File: config.mk
export PLATFORM = sky130hd
export DESIGN_NAME = tacs_sequencer
export DESIGN_NICKNAME = d
export VERILOG_FILES = /design/src/tacs_sequencer.v
export VERILOG_INCLUDE_DIRS = /design/src
export SDC_FILE = /design/constraint.sdc
export NUM_CORES = 1
export LEC_CHECK = 0
export ABC_AREA = 1
export BUFFER_PORTS_ARGS = -buffer_cell sky130_fd_sc_hd__buf_2
export CAP_MARGIN = 20
export CORE_ASPECT_RATIO = 1.4
export CORE_UTILIZATION = 52
export DETAILED_ROUTE_END_ITERATION = 10
export PLACE_DENSITY = 0.79
export SLEW_MARGIN = 20
export SYNTH_ARGS = -nofsm -noshare
export SYNTH_HDL_FRONTEND = slang
export SYNTH_SLANG_ARGS = --single-unit
File: constraint.sdc
create_clock -name mclk_i -period 1.55 [get_ports mclk_i]
set_input_delay 0.31 -clock mclk_i [delete_from_list [all_inputs] [get_ports mclk_i]]
set_output_delay 0.31 -clock mclk_i [all_outputs]
set_load 0.05 [all_outputs]
File: src/tacs_defs.vh
// Constants for the touch converter control sequencer
`ifndef TACS_DEFS_VH
`define TACS_DEFS_VH
`define TACS_CTRL_ADDR 5'h00
`define TACS_B_PEN 15
`define TACS_B_STS 14
`define TACS_FN_HI 13
`define TACS_FN_LO 10
`define TACS_RES_HI 9
`define TACS_RES_LO 8
`define TACS_AVG_HI 7
`define TACS_AVG_LO 6
`define TACS_CLK_HI 5
`define TACS_CLK_LO 4
`define TACS_PV_HI 3
`define TACS_PV_LO 1
`define TACS_FN_NONE 4'h0
`define TACS_FN_XY 4'h1
`define TACS_FN_XYZ 4'h2
`define TACS_FN_X 4'h3
`define TACS_FN_Y 4'h4
`define TACS_FN_Z 4'h5
`define TACS_FN_BATTERY_INPUT_1_RESULT 4'h6
`define TACS_FN_BATTERY_INPUT_2_RESULT 4'h7
`define TACS_FN_AUXILIARY_INPUT_1_RESULT 4'h8
`define TACS_FN_AUXILIARY_INPUT_2_RESULT 4'h9
`define TACS_FN_TEMP1 4'ha
`define TACS_FN_PORT 4'hb
`define TACS_FN_TEMP2 4'hc
`define TACS_FN_DRV_X 4'hd
`define TACS_FN_DRV_Y 4'he
`define TACS_FN_DRV_YX 4'hf
// Result register indices
`define TACS_RI_X 4'h0
`define TACS_RI_Y 4'h1
`define TACS_RI_Z1 4'h2
`define TACS_RI_Z2 4'h3
`define TACS_RI_BATTERY_INPUT_1_RESULT 4'h4
`define TACS_RI_BATTERY_INPUT_2_RESULT 4'h5
`define TACS_RI_AUXILIARY_INPUT_1_RESULT 4'h6
`define TACS_RI_AUXILIARY_INPUT_2_RESULT 4'h7
`define TACS_RI_TEMP1 4'h8
`define TACS_RI_TEMP2 4'h9
// Panel driver enables: {xp, xn, yp, yn}
`define TACS_DRV_OFF 4'h0
`define TACS_DRV_XX 4'hc
`define TACS_DRV_YY 4'h3
`define TACS_DRV_YPXN 4'h6
// Times and clock rate
`define TACS_MCLK_MHZ 100
`define TACS_US_100 100
`define TACS_US_500 500
`define TACS_US_1000 1000
`define TACS_US_5000 5000
`define TACS_US_10000 10000
`define TACS_US_50000 50000
`define TACS_US_100000 100000
`define TACS_SETTLE_W 24
`define TACS_BITS_12 5'd12
`define TACS_BITS_10 5'd10
`define TACS_BITS_8 5'd8
`endif

File: src/tacs_sequencer.v
// Converter control register and conversion sequencer
`timescale 1ns/10ps
`include "tacs_defs.vh"

// Operation
// - Reading bit 15 shows whether the panel is touched now.
// - Bit 15 written picks host or touch-started conversions; host after reset.
// - Bit 14 reads 0 while busy, 1 when results are ready.
// - Writing 0 to bit 14 lets scans repeat until pen lift or stop.
// - Writing 1 to bit 14 aborts everything at once and powers converter down.
// - Bit 14 reads 1 after reset.
// - Function field bits 13..10 selects input and mode, reads back as written.
// - Function 0 measures nothing and writes no result; reset default.
// - Function 1 repeats X and Y until pen lift or stop.
// - Function 2 repeats X, Y, Z1, Z2 until pen lift or stop.
// - Function 3 does X, 4 does Y, 5 does Z1 and Z2.
// - Functions 6 to 9 convert battery 1, battery 2, aux 1, aux 2.
// - Function 10 is temperature one; 12 is differential temperature two.
// - Function 11 scans both batteries and both aux inputs in turn.
// - Functions 13 to 15 convert nothing and switch on panel driver pairs.
// - Resolution bits 9..8: 00 and 11 twelve, 01 eight, 10 ten bits.
// - Averaging bits 7..6: none, 4, 8 or 16 conversions; reads back.
// - While averaging, status and data-ready show busy until all done.
// - Clock bits 5..4 select 8, 4, 2 or 1 MHz conversion clock.
// - Settle bits 3..1 delay from touch to conversion start.
// - Bit 0 ignores writes and reads as zero.
// - Each result goes to the result register of the chosen function.
module tacs_sequencer #(
	parameter DATA_W = 12,
	parameter [`TACS_SETTLE_W-1:0] SETTLE_100US = `TACS_US_100 * `TACS_MCLK_MHZ,
	parameter [`TACS_SETTLE_W-1:0] SETTLE_500US = `TACS_US_500 * `TACS_MCLK_MHZ,
	parameter [`TACS_SETTLE_W-1:0] SETTLE_1MS = `TACS_US_1000 * `TACS_MCLK_MHZ,
	parameter [`TACS_SETTLE_W-1:0] SETTLE_5MS = `TACS_US_5000 * `TACS_MCLK_MHZ,
	parameter [`TACS_SETTLE_W-1:0] SETTLE_10MS = `TACS_US_10000 * `TACS_MCLK_MHZ,
	parameter [`TACS_SETTLE_W-1:0] SETTLE_50MS = `TACS_US_50000 * `TACS_MCLK_MHZ,
	parameter [`TACS_SETTLE_W-1:0] SETTLE_100MS = `TACS_US_100000 * `TACS_MCLK_MHZ
) (
	input wire mclk_i,
	input wire rst_b_i,
	input wire ce_i,
	input wire [4:0] reg_addr_i,
	input wire reg_wr_i,
	input wire [15:0] reg_wdata_i,
	output reg [15:0] reg_rdata_o,
	input wire pen_down_i,
	output reg conv_start_o,
	output reg [4:0] conv_bits_o,
	output reg [1:0] conv_clk_sel_o,
	input wire conv_done_i,
	input wire [DATA_W-1:0] conv_data_i,
	output reg conv_pwr_o,
	output reg [3:0] conv_input_o,
	output reg [3:0] drv_en_o,
	output reg res_wr_o,
	output reg [3:0] res_idx_o,
	output reg [DATA_W-1:0] res_data_o,
	output reg data_ready_output_b_o
);

	// ************************************************************
	// Local state
	// ************************************************************
	// Sequence: wait for pen, settle, start, convert, write result
	localparam ST_IDLE = 3'd0;
	localparam ST_WAIT_PEN = 3'd1;
	localparam ST_SETTLE = 3'd2;
	localparam ST_START = 3'd3;
	localparam ST_CONV = 3'd4;
	localparam ST_NEXT = 3'd5;

	reg [2:0] state;
	reg pen_mode_status;
	reg [3:0] function_select;
	reg [1:0] resolution_select;
	reg [1:0] averaging_select;
	reg [1:0] conversion_clock_select;
	reg [2:0] panel_settle_select;
	reg converter_state;
	reg pen_meta;
	reg pen_down_flag;
	reg [1:0] step;
	reg [4:0] avg_cnt;
	reg [DATA_W+3:0] acc;
	reg [`TACS_SETTLE_W-1:0] settle_cnt;

	wire ctrl_wr = reg_wr_i && (reg_addr_i == `TACS_CTRL_ADDR);
	wire stop_wr = ctrl_wr && reg_wdata_i[`TACS_B_STS];
	wire go_wr = ctrl_wr && !reg_wdata_i[`TACS_B_STS];

	// ************************************************************
	// Decodes
	// ************************************************************
	reg [3:0] cur_idx;
	reg [1:0] last_step;
	reg is_conv;
	reg repeats;
	reg touch_fn;
	reg [4:0] avg_n;
	reg [4:0] next_bits;
	reg [`TACS_SETTLE_W-1:0] settle_len;
	reg [3:0] drv_sel;

	always @* begin
		cur_idx = `TACS_RI_X;
		last_step = 2'd0;
		is_conv = 1'b1;
		repeats = 1'b0;
		touch_fn = 1'b0;
		drv_sel = `TACS_DRV_OFF;
		case (function_select)
			`TACS_FN_XY: begin
				cur_idx = step[0] ? `TACS_RI_Y : `TACS_RI_X;
				last_step = 2'd1;
				repeats = 1'b1;
				touch_fn = 1'b1;
			end
			`TACS_FN_XYZ: begin
				cur_idx = {2'b00, step};
				last_step = 2'd3;
				repeats = 1'b1;
				touch_fn = 1'b1;
			end
			`TACS_FN_X: begin
				cur_idx = `TACS_RI_X;
				touch_fn = 1'b1;
			end
			`TACS_FN_Y: begin
				cur_idx = `TACS_RI_Y;
				touch_fn = 1'b1;
			end
			`TACS_FN_Z: begin
				cur_idx = step[0] ? `TACS_RI_Z2 : `TACS_RI_Z1;
				last_step = 2'd1;
				touch_fn = 1'b1;
			end
			`TACS_FN_BATTERY_INPUT_1_RESULT: cur_idx = `TACS_RI_BATTERY_INPUT_1_RESULT;
			`TACS_FN_BATTERY_INPUT_2_RESULT: cur_idx = `TACS_RI_BATTERY_INPUT_2_RESULT;
			`TACS_FN_AUXILIARY_INPUT_1_RESULT: cur_idx = `TACS_RI_AUXILIARY_INPUT_1_RESULT;
			`TACS_FN_AUXILIARY_INPUT_2_RESULT: cur_idx = `TACS_RI_AUXILIARY_INPUT_2_RESULT;
			`TACS_FN_TEMP1: cur_idx = `TACS_RI_TEMP1;
			`TACS_FN_TEMP2: cur_idx = `TACS_RI_TEMP2;
			`TACS_FN_PORT: begin
				cur_idx = `TACS_RI_BATTERY_INPUT_1_RESULT + {2'b00, step};
				last_step = 2'd3;
			end
			`TACS_FN_DRV_X: begin
				is_conv = 1'b0;
				drv_sel = `TACS_DRV_XX;
			end
			`TACS_FN_DRV_Y: begin
				is_conv = 1'b0;
				drv_sel = `TACS_DRV_YY;
			end
			`TACS_FN_DRV_YX: begin
				is_conv = 1'b0;
				drv_sel = `TACS_DRV_YPXN;
			end
			default: is_conv = 1'b0;
		endcase
		case (averaging_select)
			2'd1: avg_n = 5'd4;
			2'd2: avg_n = 5'd8;
			2'd3: avg_n = 5'd16;
			default: avg_n = 5'd1;
		endcase
		case (resolution_select)
			2'd1: next_bits = `TACS_BITS_8;
			2'd2: next_bits = `TACS_BITS_10;
			default: next_bits = `TACS_BITS_12;
		endcase
		case (panel_settle_select)
			3'd1: settle_len = SETTLE_100US;
			3'd2: settle_len = SETTLE_500US;
			3'd3: settle_len = SETTLE_1MS;
			3'd4: settle_len = SETTLE_5MS;
			3'd5: settle_len = SETTLE_10MS;
			3'd6: settle_len = SETTLE_50MS;
			3'd7: settle_len = SETTLE_100MS;
			default: settle_len = {`TACS_SETTLE_W{1'b0}};
		endcase
	end

	// Average of the accumulated samples
	reg [DATA_W+3:0] avg_val;
	always @* begin
		case (averaging_select)
			2'd1: avg_val = acc >> 2;
			2'd2: avg_val = acc >> 3;
			2'd3: avg_val = acc >> 4;
			default: avg_val = acc;
		endcase
	end

	wire [DATA_W+3:0] acc_sum = acc + {4'h0, conv_data_i};

	// ************************************************************
	// Pen synchroniser
	// ************************************************************
	// The pen pin is asynchronous: two flops before any logic reads it
	always @(posedge mclk_i) begin
		if (!rst_b_i) begin
			pen_meta <= 1'b0;
			pen_down_flag <= 1'b0;
		end else if (ce_i) begin
			pen_meta <= pen_down_i;
			pen_down_flag <= pen_meta;
		end
	end

	// ************************************************************
	// Control register and sequencer
	// ************************************************************
	always @(posedge mclk_i) begin
		if (!rst_b_i) begin
			state <= ST_IDLE;
			pen_mode_status <= 1'b0;
			function_select <= `TACS_FN_NONE;
			resolution_select <= 2'b00;
			averaging_select <= 2'b00;
			conversion_clock_select <= 2'b00;
			panel_settle_select <= 3'b000;
			converter_state <= 1'b1;
			step <= 2'd0;
			avg_cnt <= 5'd0;
			acc <= {(DATA_W+4){1'b0}};
			settle_cnt <= {`TACS_SETTLE_W{1'b0}};
			reg_rdata_o <= 16'h0000;
			conv_start_o <= 1'b0;
			conv_bits_o <= `TACS_BITS_12;
			conv_clk_sel_o <= 2'b00;
			conv_pwr_o <= 1'b0;
			conv_input_o <= 4'h0;
			drv_en_o <= `TACS_DRV_OFF;
			res_wr_o <= 1'b0;
			res_idx_o <= 4'h0;
			res_data_o <= {DATA_W{1'b0}};
			data_ready_output_b_o <= 1'b1;
		end else if (ce_i) begin
			conv_start_o <= 1'b0;
			res_wr_o <= 1'b0;
			conv_bits_o <= next_bits;
			conv_clk_sel_o <= conversion_clock_select;
			conv_input_o <= function_select;
			drv_en_o <= (state == ST_IDLE) ? drv_sel : `TACS_DRV_OFF;
			// Bit 0 always reads zero
			reg_rdata_o <= {pen_down_flag, converter_state, function_select,
				resolution_select, averaging_select, conversion_clock_select,
				panel_settle_select, 1'b0};
			// Active low: low while no conversion is pending
			data_ready_output_b_o <= !converter_state;
			if (ctrl_wr) begin
				pen_mode_status <= reg_wdata_i[`TACS_B_PEN];
				function_select <= reg_wdata_i[`TACS_FN_HI:`TACS_FN_LO];
				resolution_select <= reg_wdata_i[`TACS_RES_HI:`TACS_RES_LO];
				averaging_select <= reg_wdata_i[`TACS_AVG_HI:`TACS_AVG_LO];
				conversion_clock_select <= reg_wdata_i[`TACS_CLK_HI:`TACS_CLK_LO];
				panel_settle_select <= reg_wdata_i[`TACS_PV_HI:`TACS_PV_LO];
			end
			// A stop write wins over everything else
			if (stop_wr) begin
				state <= ST_IDLE;
				conv_pwr_o <= 1'b0;
				converter_state <= 1'b1;
			end else if (go_wr) begin
				state <= ST_IDLE;
				step <= 2'd0;
				// Functions that convert nothing leave the converter idle
				converter_state <= 1'b1;
				if (reg_wdata_i[`TACS_FN_HI:`TACS_FN_LO] != `TACS_FN_NONE &&
					reg_wdata_i[`TACS_FN_HI:`TACS_FN_LO] < `TACS_FN_DRV_X) begin
					state <= ST_WAIT_PEN;
					converter_state <= 1'b0;
				end
			end else begin
				case (state)
					ST_IDLE: conv_pwr_o <= 1'b0;
					ST_WAIT_PEN: begin
						// Touch-started mode waits for the pen on touch functions 1 to 5 only
						if (!is_conv) begin
							state <= ST_IDLE;
							converter_state <= 1'b1;
						end else if (!(pen_mode_status && touch_fn) || pen_down_flag) begin
							settle_cnt <= (pen_mode_status && touch_fn) ?
								settle_len : {`TACS_SETTLE_W{1'b0}};
							state <= ST_SETTLE;
						end
					end
					ST_SETTLE: begin
						if (pen_mode_status && touch_fn && !pen_down_flag) begin
							// Pen lifted while settling: abandon the scan
							state <= ST_IDLE;
							converter_state <= 1'b1;
						end else if (settle_cnt == {`TACS_SETTLE_W{1'b0}}) begin
							state <= ST_START;
							avg_cnt <= 5'd0;
							acc <= {(DATA_W+4){1'b0}};
						end else begin
							settle_cnt <= settle_cnt - 1'b1;
						end
					end
					ST_START: begin
						conv_pwr_o <= 1'b1;
						conv_start_o <= 1'b1;
						state <= ST_CONV;
					end
					ST_CONV: begin
						// Sum samples until the averaging count is reached
						if (conv_done_i) begin
							acc <= acc_sum;
							avg_cnt <= avg_cnt + 1'b1;
							if (avg_cnt + 1'b1 == avg_n) begin
								state <= ST_NEXT;
							end else begin
								state <= ST_START;
							end
						end
					end
					ST_NEXT: begin
						// Write the averaged result, then next step, next scan or idle
						res_wr_o <= 1'b1;
						res_idx_o <= cur_idx;
						res_data_o <= avg_val[DATA_W-1:0];
						avg_cnt <= 5'd0;
						acc <= {(DATA_W+4){1'b0}};
						if (step != last_step) begin
							step <= step + 1'b1;
							state <= ST_START;
						end else if (repeats && (pen_down_flag || !pen_mode_status)) begin
							step <= 2'd0;
							state <= ST_WAIT_PEN;
						end else begin
							step <= 2'd0;
							state <= ST_IDLE;
							converter_state <= 1'b1;
						end
					end
					default: state <= ST_IDLE;
				endcase
			end
		end
	end

endmodule

==> results.cfg, run 1 <==
[global_route]
grt_max_degree = 39
grt-ovfl-total = 0
grt_usage_pct = 35.32
grt_pass1_vias = 7540
grt_pass1_wl_um = 34870
grt_antenna_before_repair = 0

[synth]
seq_area_frac_synth_pct = 34.18
ys_seq_elements = 108
ys_async_sr_fraction_pct = 0
ys_types = 44
yosys.area.top_type = dfxtp_1
synth_edf_count = 0
postSynthAreaPerCell_um2 = 6.429
syn_inst = 984
ys.warnings.count = 0
synth_area_leaders = dfxtp_1 (34%), nand2_1 (13%), nor2_1 (9.5%), a21oi_1 (8.3%), o21ai_0 (6.1%)
synth_top_cell_area_share_pct = 34.18
synth_ff_type = dfxtp_1
netlist_area_mm2 = 0.006326

[timing]
slew_viol_final = 0
clock_skew_ns = 0.006358
fmax_ghz = 0.5251
whs_ns = 0.1782
fin_crit_sh_pct = 122.9
fin_ws_ns = -0.3544
period_minus_slack_ns = 1.904
setup_viol = 50
rsz0062_at_grt = yes
final-hold-violation-count = 0

[floorplan]
top_level_ports = 90
die_y_um = 132.5
start_util_pct = 53.52
core_mm2 = 0.01182
row_count = 47
die_x_um = 95.22
dieArea_mm2 = 0.01262

[layout]
fin_nets = 1267
final_common_cell = nand2_1
drive_gt1_share_pct = 36.82
final_core_util_pct = 77.65
syn_to_final_growth_pct = 45.09
antenna_cells = 0
n_fill_cell = 753
postLayoutCellArea_mm2 = 0.009179
layout_common_cells = nand2_1 (183), buf_4 (146), nor2_1 (124)
final_cells = 1361

[worst_setup_path]
cp.arrival_ns = 2.17
end_kind = register
reg2regPathDepth = 9
critPathRequiredTime_ns = 1.82
crit_path_start_kind = register
crit-reg2reg-capture = settle_cnt[7]$_SDFFE_PN0P_
critPathKind = reg -> reg
rrSetupSlack_ns = -0.35
r2r_start = settle_cnt[5]$_SDFFE_PN0P_
worstPathMaxFanout = 6

[worst_hold_path]
hold_start = reg_wdata_i[5]
min_to = conversion_clock_select[1]$_SDFFE_PN0P_
hold_class = in -> reg
hold_path_depth = 3

[route]
vias = 8122
drc = 0
wl_per_cell_um = 17.51
drt-total-wl_um = 23830
firstDrtPassIters = 6
ant_nets = 0
detail_route.vias_per_cell = 5.968
drt-initial-drc-count = 630

[clock_tree]
cts-htree-levels = 3
clk_pin_slew_ns = 0.08
numCtsBuffers = 9
cts_tree = done
cts.sinks = 108
cts-root-buf = clkbuf_16
cts.path.max_buffers = 2
clk_latency_ns = 0.36

[outcome]
status = complete, but fails checks
violations = negative setup slack

[place]
dp.cells = 1315
port_buffers = 84
place_ws_ns = -0.2974
place.gp.congestion = 0.9473
hpwl_um = 13980
placed_area_mm2 = 0.007809

[power_and_ir_drop]
powerDensity_mw_per_mm2 = 1506
p_leak_nw = 4.358
irDropWorstVdd_v = 0.0009284

[run]
maxCapViolations = 0
synth_stat cells, types with 12 or more instances:
library cell  number
inv_1             76
ha_1              17
nor2_1           160
nand3_1           69
nor3_1            12
dfxtp_1          108
xor2_1            13
o21ai_1           13
buf_4             12
o21ai_0           77
nand2_1          219
a21oi_1          105
clkbuf_1          22
worst max-delay path: stages (launching register included):
cell and delay (ns):
dfxtp_2 0.35, buf_4 0.14, nor2_1 0.16, inv_1 0.09, nor3_2 0.23, buf_4 0.21
buf_4 0.12, xor2_1 0.17, a21oi_1 0.12, a21oi_1 0.22
stage by stage:
step                setup TNS [ns]  total power, W
floorplan                 -0.06518        0.006871
global placement            -8.950        0.008981
detailed placement          -11.16        0.009105
CTS                         -4.070         0.01253
global route                -18.55         0.01464
finish                      -10.81         0.01382
layout make-up:
cell class / instances / area [um2] / share of cell area [%]
repair buffers: 257 / 1926 / 20.98
multi-input cells: 746 / 4248 / 46.28
well taps: 147 / 183.9 / 2.004
inverters: 87 / 336.6 / 3.667
clock inverters: 6 / 57.56 / 0.6270
flip-flops and latches: 108 / 2198 / 23.95
repair inverters: 1 / 3.754 / 0.04089
clock buffers: 9 / 225.2 / 2.454
state kept, by name, summed over array words and instances, names as in the netlist, 3 cells and up:
signal / count
settle_cnt: 24
acc: 16
res_data_o: 12
reg_rdata_o: 11
avg_cnt: 5
drv_en_o: 4
function_select: 4
res_idx_o: 4
conv_input_o: 3
panel_settle_select: 3
state: 3
where the power goes:
part / internal, W / leakage (nW) / switching [W]
Combinational: 0.00359 / 3.33 / 0.00465
Clock: 0.00112 / 0.140 / 0.00115
Sequential: 0.00305 / 0.887 / 0.000259
Total: 0.00777 / 4.36 / 0.00606
per-layer routing:
layer,track usage [%],share of wire [%]
met5,0,0
met4,22.56,8.0
met3,5.862,8.3
met2,60.52,50
met1,39.40,33
cells by family after synthesis:
group	Yosys count	synth area share (%)
AND/OR/NAND/NOR	483	31.59
AO/OA/AOI/OAI	226	19.24
buffers and inverters	132	9.118
flip-flops	108	34.18
adder cells (fa/ha/maj)	18	3.679
XOR/XNOR	15	2.077
other	2	0.1187
how the worst max path moves through the flow:
| stage | from | endpoint | slack [ns] | cells after the start |
|---|---|---|---|---|
| 4_1_cts | settle_cnt[0]$_SDFFE_PN0P_ | acc[13]$_SDFFE_PN0P_ | -0.16 | 11 |
| 3_5_place_dp | settle_cnt[8]$_SDFFE_PN0P_ | acc[13]$_SDFFE_PN0P_ | -0.30 | 9 |
| 3_3_place_gp | settle_cnt[8]$_SDFFE_PN0P_ | acc[13]$_SDFFE_PN0P_ | -0.28 | 9 |
| 5_1_grt | settle_cnt[1]$_SDFFE_PN0P_ | settle_cnt[7]$_SDFFE_PN0P_ | -0.50 | 9 |
| 6_report | settle_cnt[5]$_SDFFE_PN0P_ | settle_cnt[7]$_SDFFE_PN0P_ | -0.35 | 9 |
| 2_1_floorplan | conv_data_i[0] | acc[8]$_SDFFE_PN0P_ | -0.02 | 9 |
timing repair:
action,4_1_cts,5_1_grt
cloned,4,1
setup buffers,15,12
hold buffers,0,0
pin swaps,23,39
gates resized for setup,135,97
setup endpoints to repair,57,58
Note: power is estimated with default switching activity, not from simulation.
==> inputs of run 2 (changes only) <==
--- a/config.mk
+++ b/config.mk
@@ -10,9 +10,11 @@
 export BUFFER_PORTS_ARGS = -buffer_cell sky130_fd_sc_hd__buf_2
 export CAP_MARGIN = 20
 export CORE_ASPECT_RATIO = 1.4
+export CORE_MARGIN = 3
 export CORE_UTILIZATION = 52
 export DETAILED_ROUTE_END_ITERATION = 10
 export PLACE_DENSITY = 0.79
+export RECOVER_POWER = 25
 export SLEW_MARGIN = 20
 export SYNTH_ARGS = -nofsm -noshare
 export SYNTH_HDL_FRONTEND = slang
==> run 2 against run 1 <==
Compared with the run above:
- the flow still finishes with violations (negative setup slack)
- clock skew increased by 0.0061 ns
- fmax increased by 0.79%
- via count grew 0.92%
- critical path depth rose by 1
- sequential power down 1%
- first-iteration DRC count up 13%
- largest cell class unchanged
- highest routed layer unchanged
==> results.cfg, run 2 (same netlist as run 1, synthesis figures left out) <==
[layout]
final_cells = 1367
top_register = settle_cnt
syn_to_final_growth_pct = 49.76
drive_gt1_share_pct = 39.75
n_fill_cell = 700
largest_register_ffs = 24
final_common_cell = nand2_1
fin_nets = 1272
antenna_cells = 0
layout_common_cells = nand2_1 (168), buf_4 (143), nor2_1 (124)
largestRegisters = settle_cnt (24), acc (16), res_data_o (12)

[timing]
period_minus_slack_ns = 1.889
final-hold-violation-count = 0
setup_viol = 50
fin_ws_ns = -0.3394
fmax_ghz = 0.5293
slew_viol_final = 0
clock_skew_ns = 0.01244
whs_ns = 0.1712
fin_crit_sh_pct = 121.9
rsz0062_at_grt = yes

[global_route]
grt-ovfl-total = 0
grt_max_degree = 36
grt_antenna_before_repair = 0
grt_pass1_wl_um = 33390
grt_pass1_vias = 7319
grt_usage_pct = 30.19

[outcome]
status = complete, but fails checks
violations = negative setup slack

[worst_setup_path]
crit_buf_inv = 3
path_cells = nor2_2 > nand2_1 > nor3_2 > nand4_1 > nor2b_4 > buf_12 > buf_12 > buf_4 > o21ai_2 > a21oi_2
reg2regPathDepth = 10
critPathTopFamily = simple AND/OR/NAND/NOR gates
worstPathMaxFanout = 7
crit_path_start_kind = register
end_kind = register
rrSetupSlack_ns = -0.34
crit_path_frequent_cell = buf_12
cp_slowest_stage_delay_ns = 0.34
crit-reg2reg-capture = settle_cnt[9]$_SDFFE_PN0P_
critPathRequiredTime_ns = 1.79
critPathKind = reg -> reg
r2r_start = settle_cnt[2]$_SDFFE_PN0P_
slowest_stage = dfxtp_1
cp.arrival_ns = 2.13

[worst_hold_path]
min_to = pen_meta$_SDFFE_PN0P_
hold_path_depth = 3
hold_class = in -> reg
hold_start = pen_down_i

[floorplan]
dieArea_mm2 = 0.01354
top_level_ports = 90
die_x_um = 99.22
start_util_pct = 53.25
core_mm2 = 0.01188
row_count = 47
die_y_um = 136.5

[route]
drt-initial-drc-count = 714
ant_nets = 0
firstDrtPassIters = 8
drt-total-wl_um = 25170
vias = 8197
drc = 0
wl_per_cell_um = 18.41
drt-met1-wl_um = 8541
detail_route.vias_per_cell = 5.996
top_layer_used = met4
wl_met3_um = 1881
met2_length_um = 12830

[clock_tree]
cts-root-buf = clkbuf_16
cts.path.max_buffers = 2
clk_latency_ns = 0.36
cts_tree = done
cts-htree-levels = 3
numCtsBuffers = 9
cts.sinks = 108
clk_pin_slew_ns = 0.08

[power_and_ir_drop]
sequentialPowerShare_pct = 23.2
p_leak_nw = 4.440
pwr-share-clk_pct = 17.5
switching_share_pct = 43.98
irDropWorstVdd_v = 0.0009209
p_int_w = 0.007901
p_switching_w = 0.006202
pwr-share-comb_pct = 59.3
powerDensity_mw_per_mm2 = 1489

[place]
place.gp.congestion = 0.9814
dp.cells = 1316
hpwl_um = 14500
port_buffers = 84

[run]
maxCapViolations = 0
run 2: changes by cell type in the layout (fill, tap and decap cells not counted), sizes merged:
cell      change
buf           -4
inv           -2
clkinvlp      +1
clkinv        +1
clkbuf        +9
bufinv        +1
run 2: final cells by class:
| cell class | instances | area, um2 | area share, % |
|---|---|---|---|
| multi-input combinational | 746 | 4483 | 47.32 |
| inverter | 87 | 351.6 | 3.711 |
| tap | 147 | 183.9 | 1.941 |
| clock buffer | 10 | 229.0 | 2.417 |
| clock inverter | 6 | 77.57 | 0.8188 |
| sequential | 108 | 2193 | 23.15 |
| timing repair inverter | 2 | 11.26 | 0.1189 |
| timing repair buffer | 261 | 1944 | 20.52 |
run 2: how the worst max path moves through the flow:
stage | depth (start not counted) | from | to
2_1_floorplan | 9 | conv_data_i[0] | acc[8]$_SDFFE_PN0P_
4_1_cts | 12 | settle_cnt[0]$_SDFFE_PN0P_ | acc[9]$_SDFFE_PN0P_
3_3_place_gp | 11 | conv_data_i[0] | acc[14]$_SDFFE_PN0P_
5_1_grt | 10 | settle_cnt[2]$_SDFFE_PN0P_ | settle_cnt[1]$_SDFFE_PN0P_
6_report | 10 | settle_cnt[2]$_SDFFE_PN0P_ | settle_cnt[9]$_SDFFE_PN0P_
3_5_place_dp | 11 | conv_data_i[2] | acc[11]$_SDFFE_PN0P_
run 2: tightest hold or removal path, cell delays in order:
cell and delay, ns:
buf_2 0.07, nor2_1 0.03, nor2_1 0.08
run 2: what timing repair did:
| item | 4_1_cts | 5_1_grt |
|---|---|---|
| hold buffers | 0 | 0 |
| endpoints found under the setup margin | 65 | 53 |
| gates resized for setup | 91 | 199 |
| gates cloned | 2 | 5 |
| buffers inserted | 45 | 16 |
| pin swaps | 25 | 35 |
run 2: metrics by stage:
step	setup slack, ns	TNS (ns)	area [um2]	total power [W]	util [%]
5_1_grt	-0.4096	-14.28	9474	0.01479	79.76
3_3_place_gp	-0.2297	-5.562	7816	0.009061	65.80
6_report	-0.3394	-10.91	9474	0.01410	79.76
2_1_floorplan	-0.01653	-0.06518	6346	0.006871	-
4_1_cts	-0.1615	-4.047	8514	0.01221	71.68
3_5_place_dp	-0.2958	-8.037	7816	0.009192	65.80
run 2: routing by layer:
metal / global-route usage, % / vias up
li1: - / 3707
met1: 32.90 / 3803
met2: 54.86 / 496
met3: 4.284 / 191
met4: 18.15 / 0
met5: 0 / -
run 2: power by group through the flow:
stage          Clock [W]  Combinational (W)  Sequential (W)
6_report         0.00247            0.00837         0.00327
5_1_grt          0.00258            0.00892         0.00328
4_1_cts          0.00244            0.00656         0.00321
3_5_place_dp           0            0.00593         0.00326
3_3_place_gp           0            0.00581         0.00325
2_1_floorplan          0            0.00346         0.00341
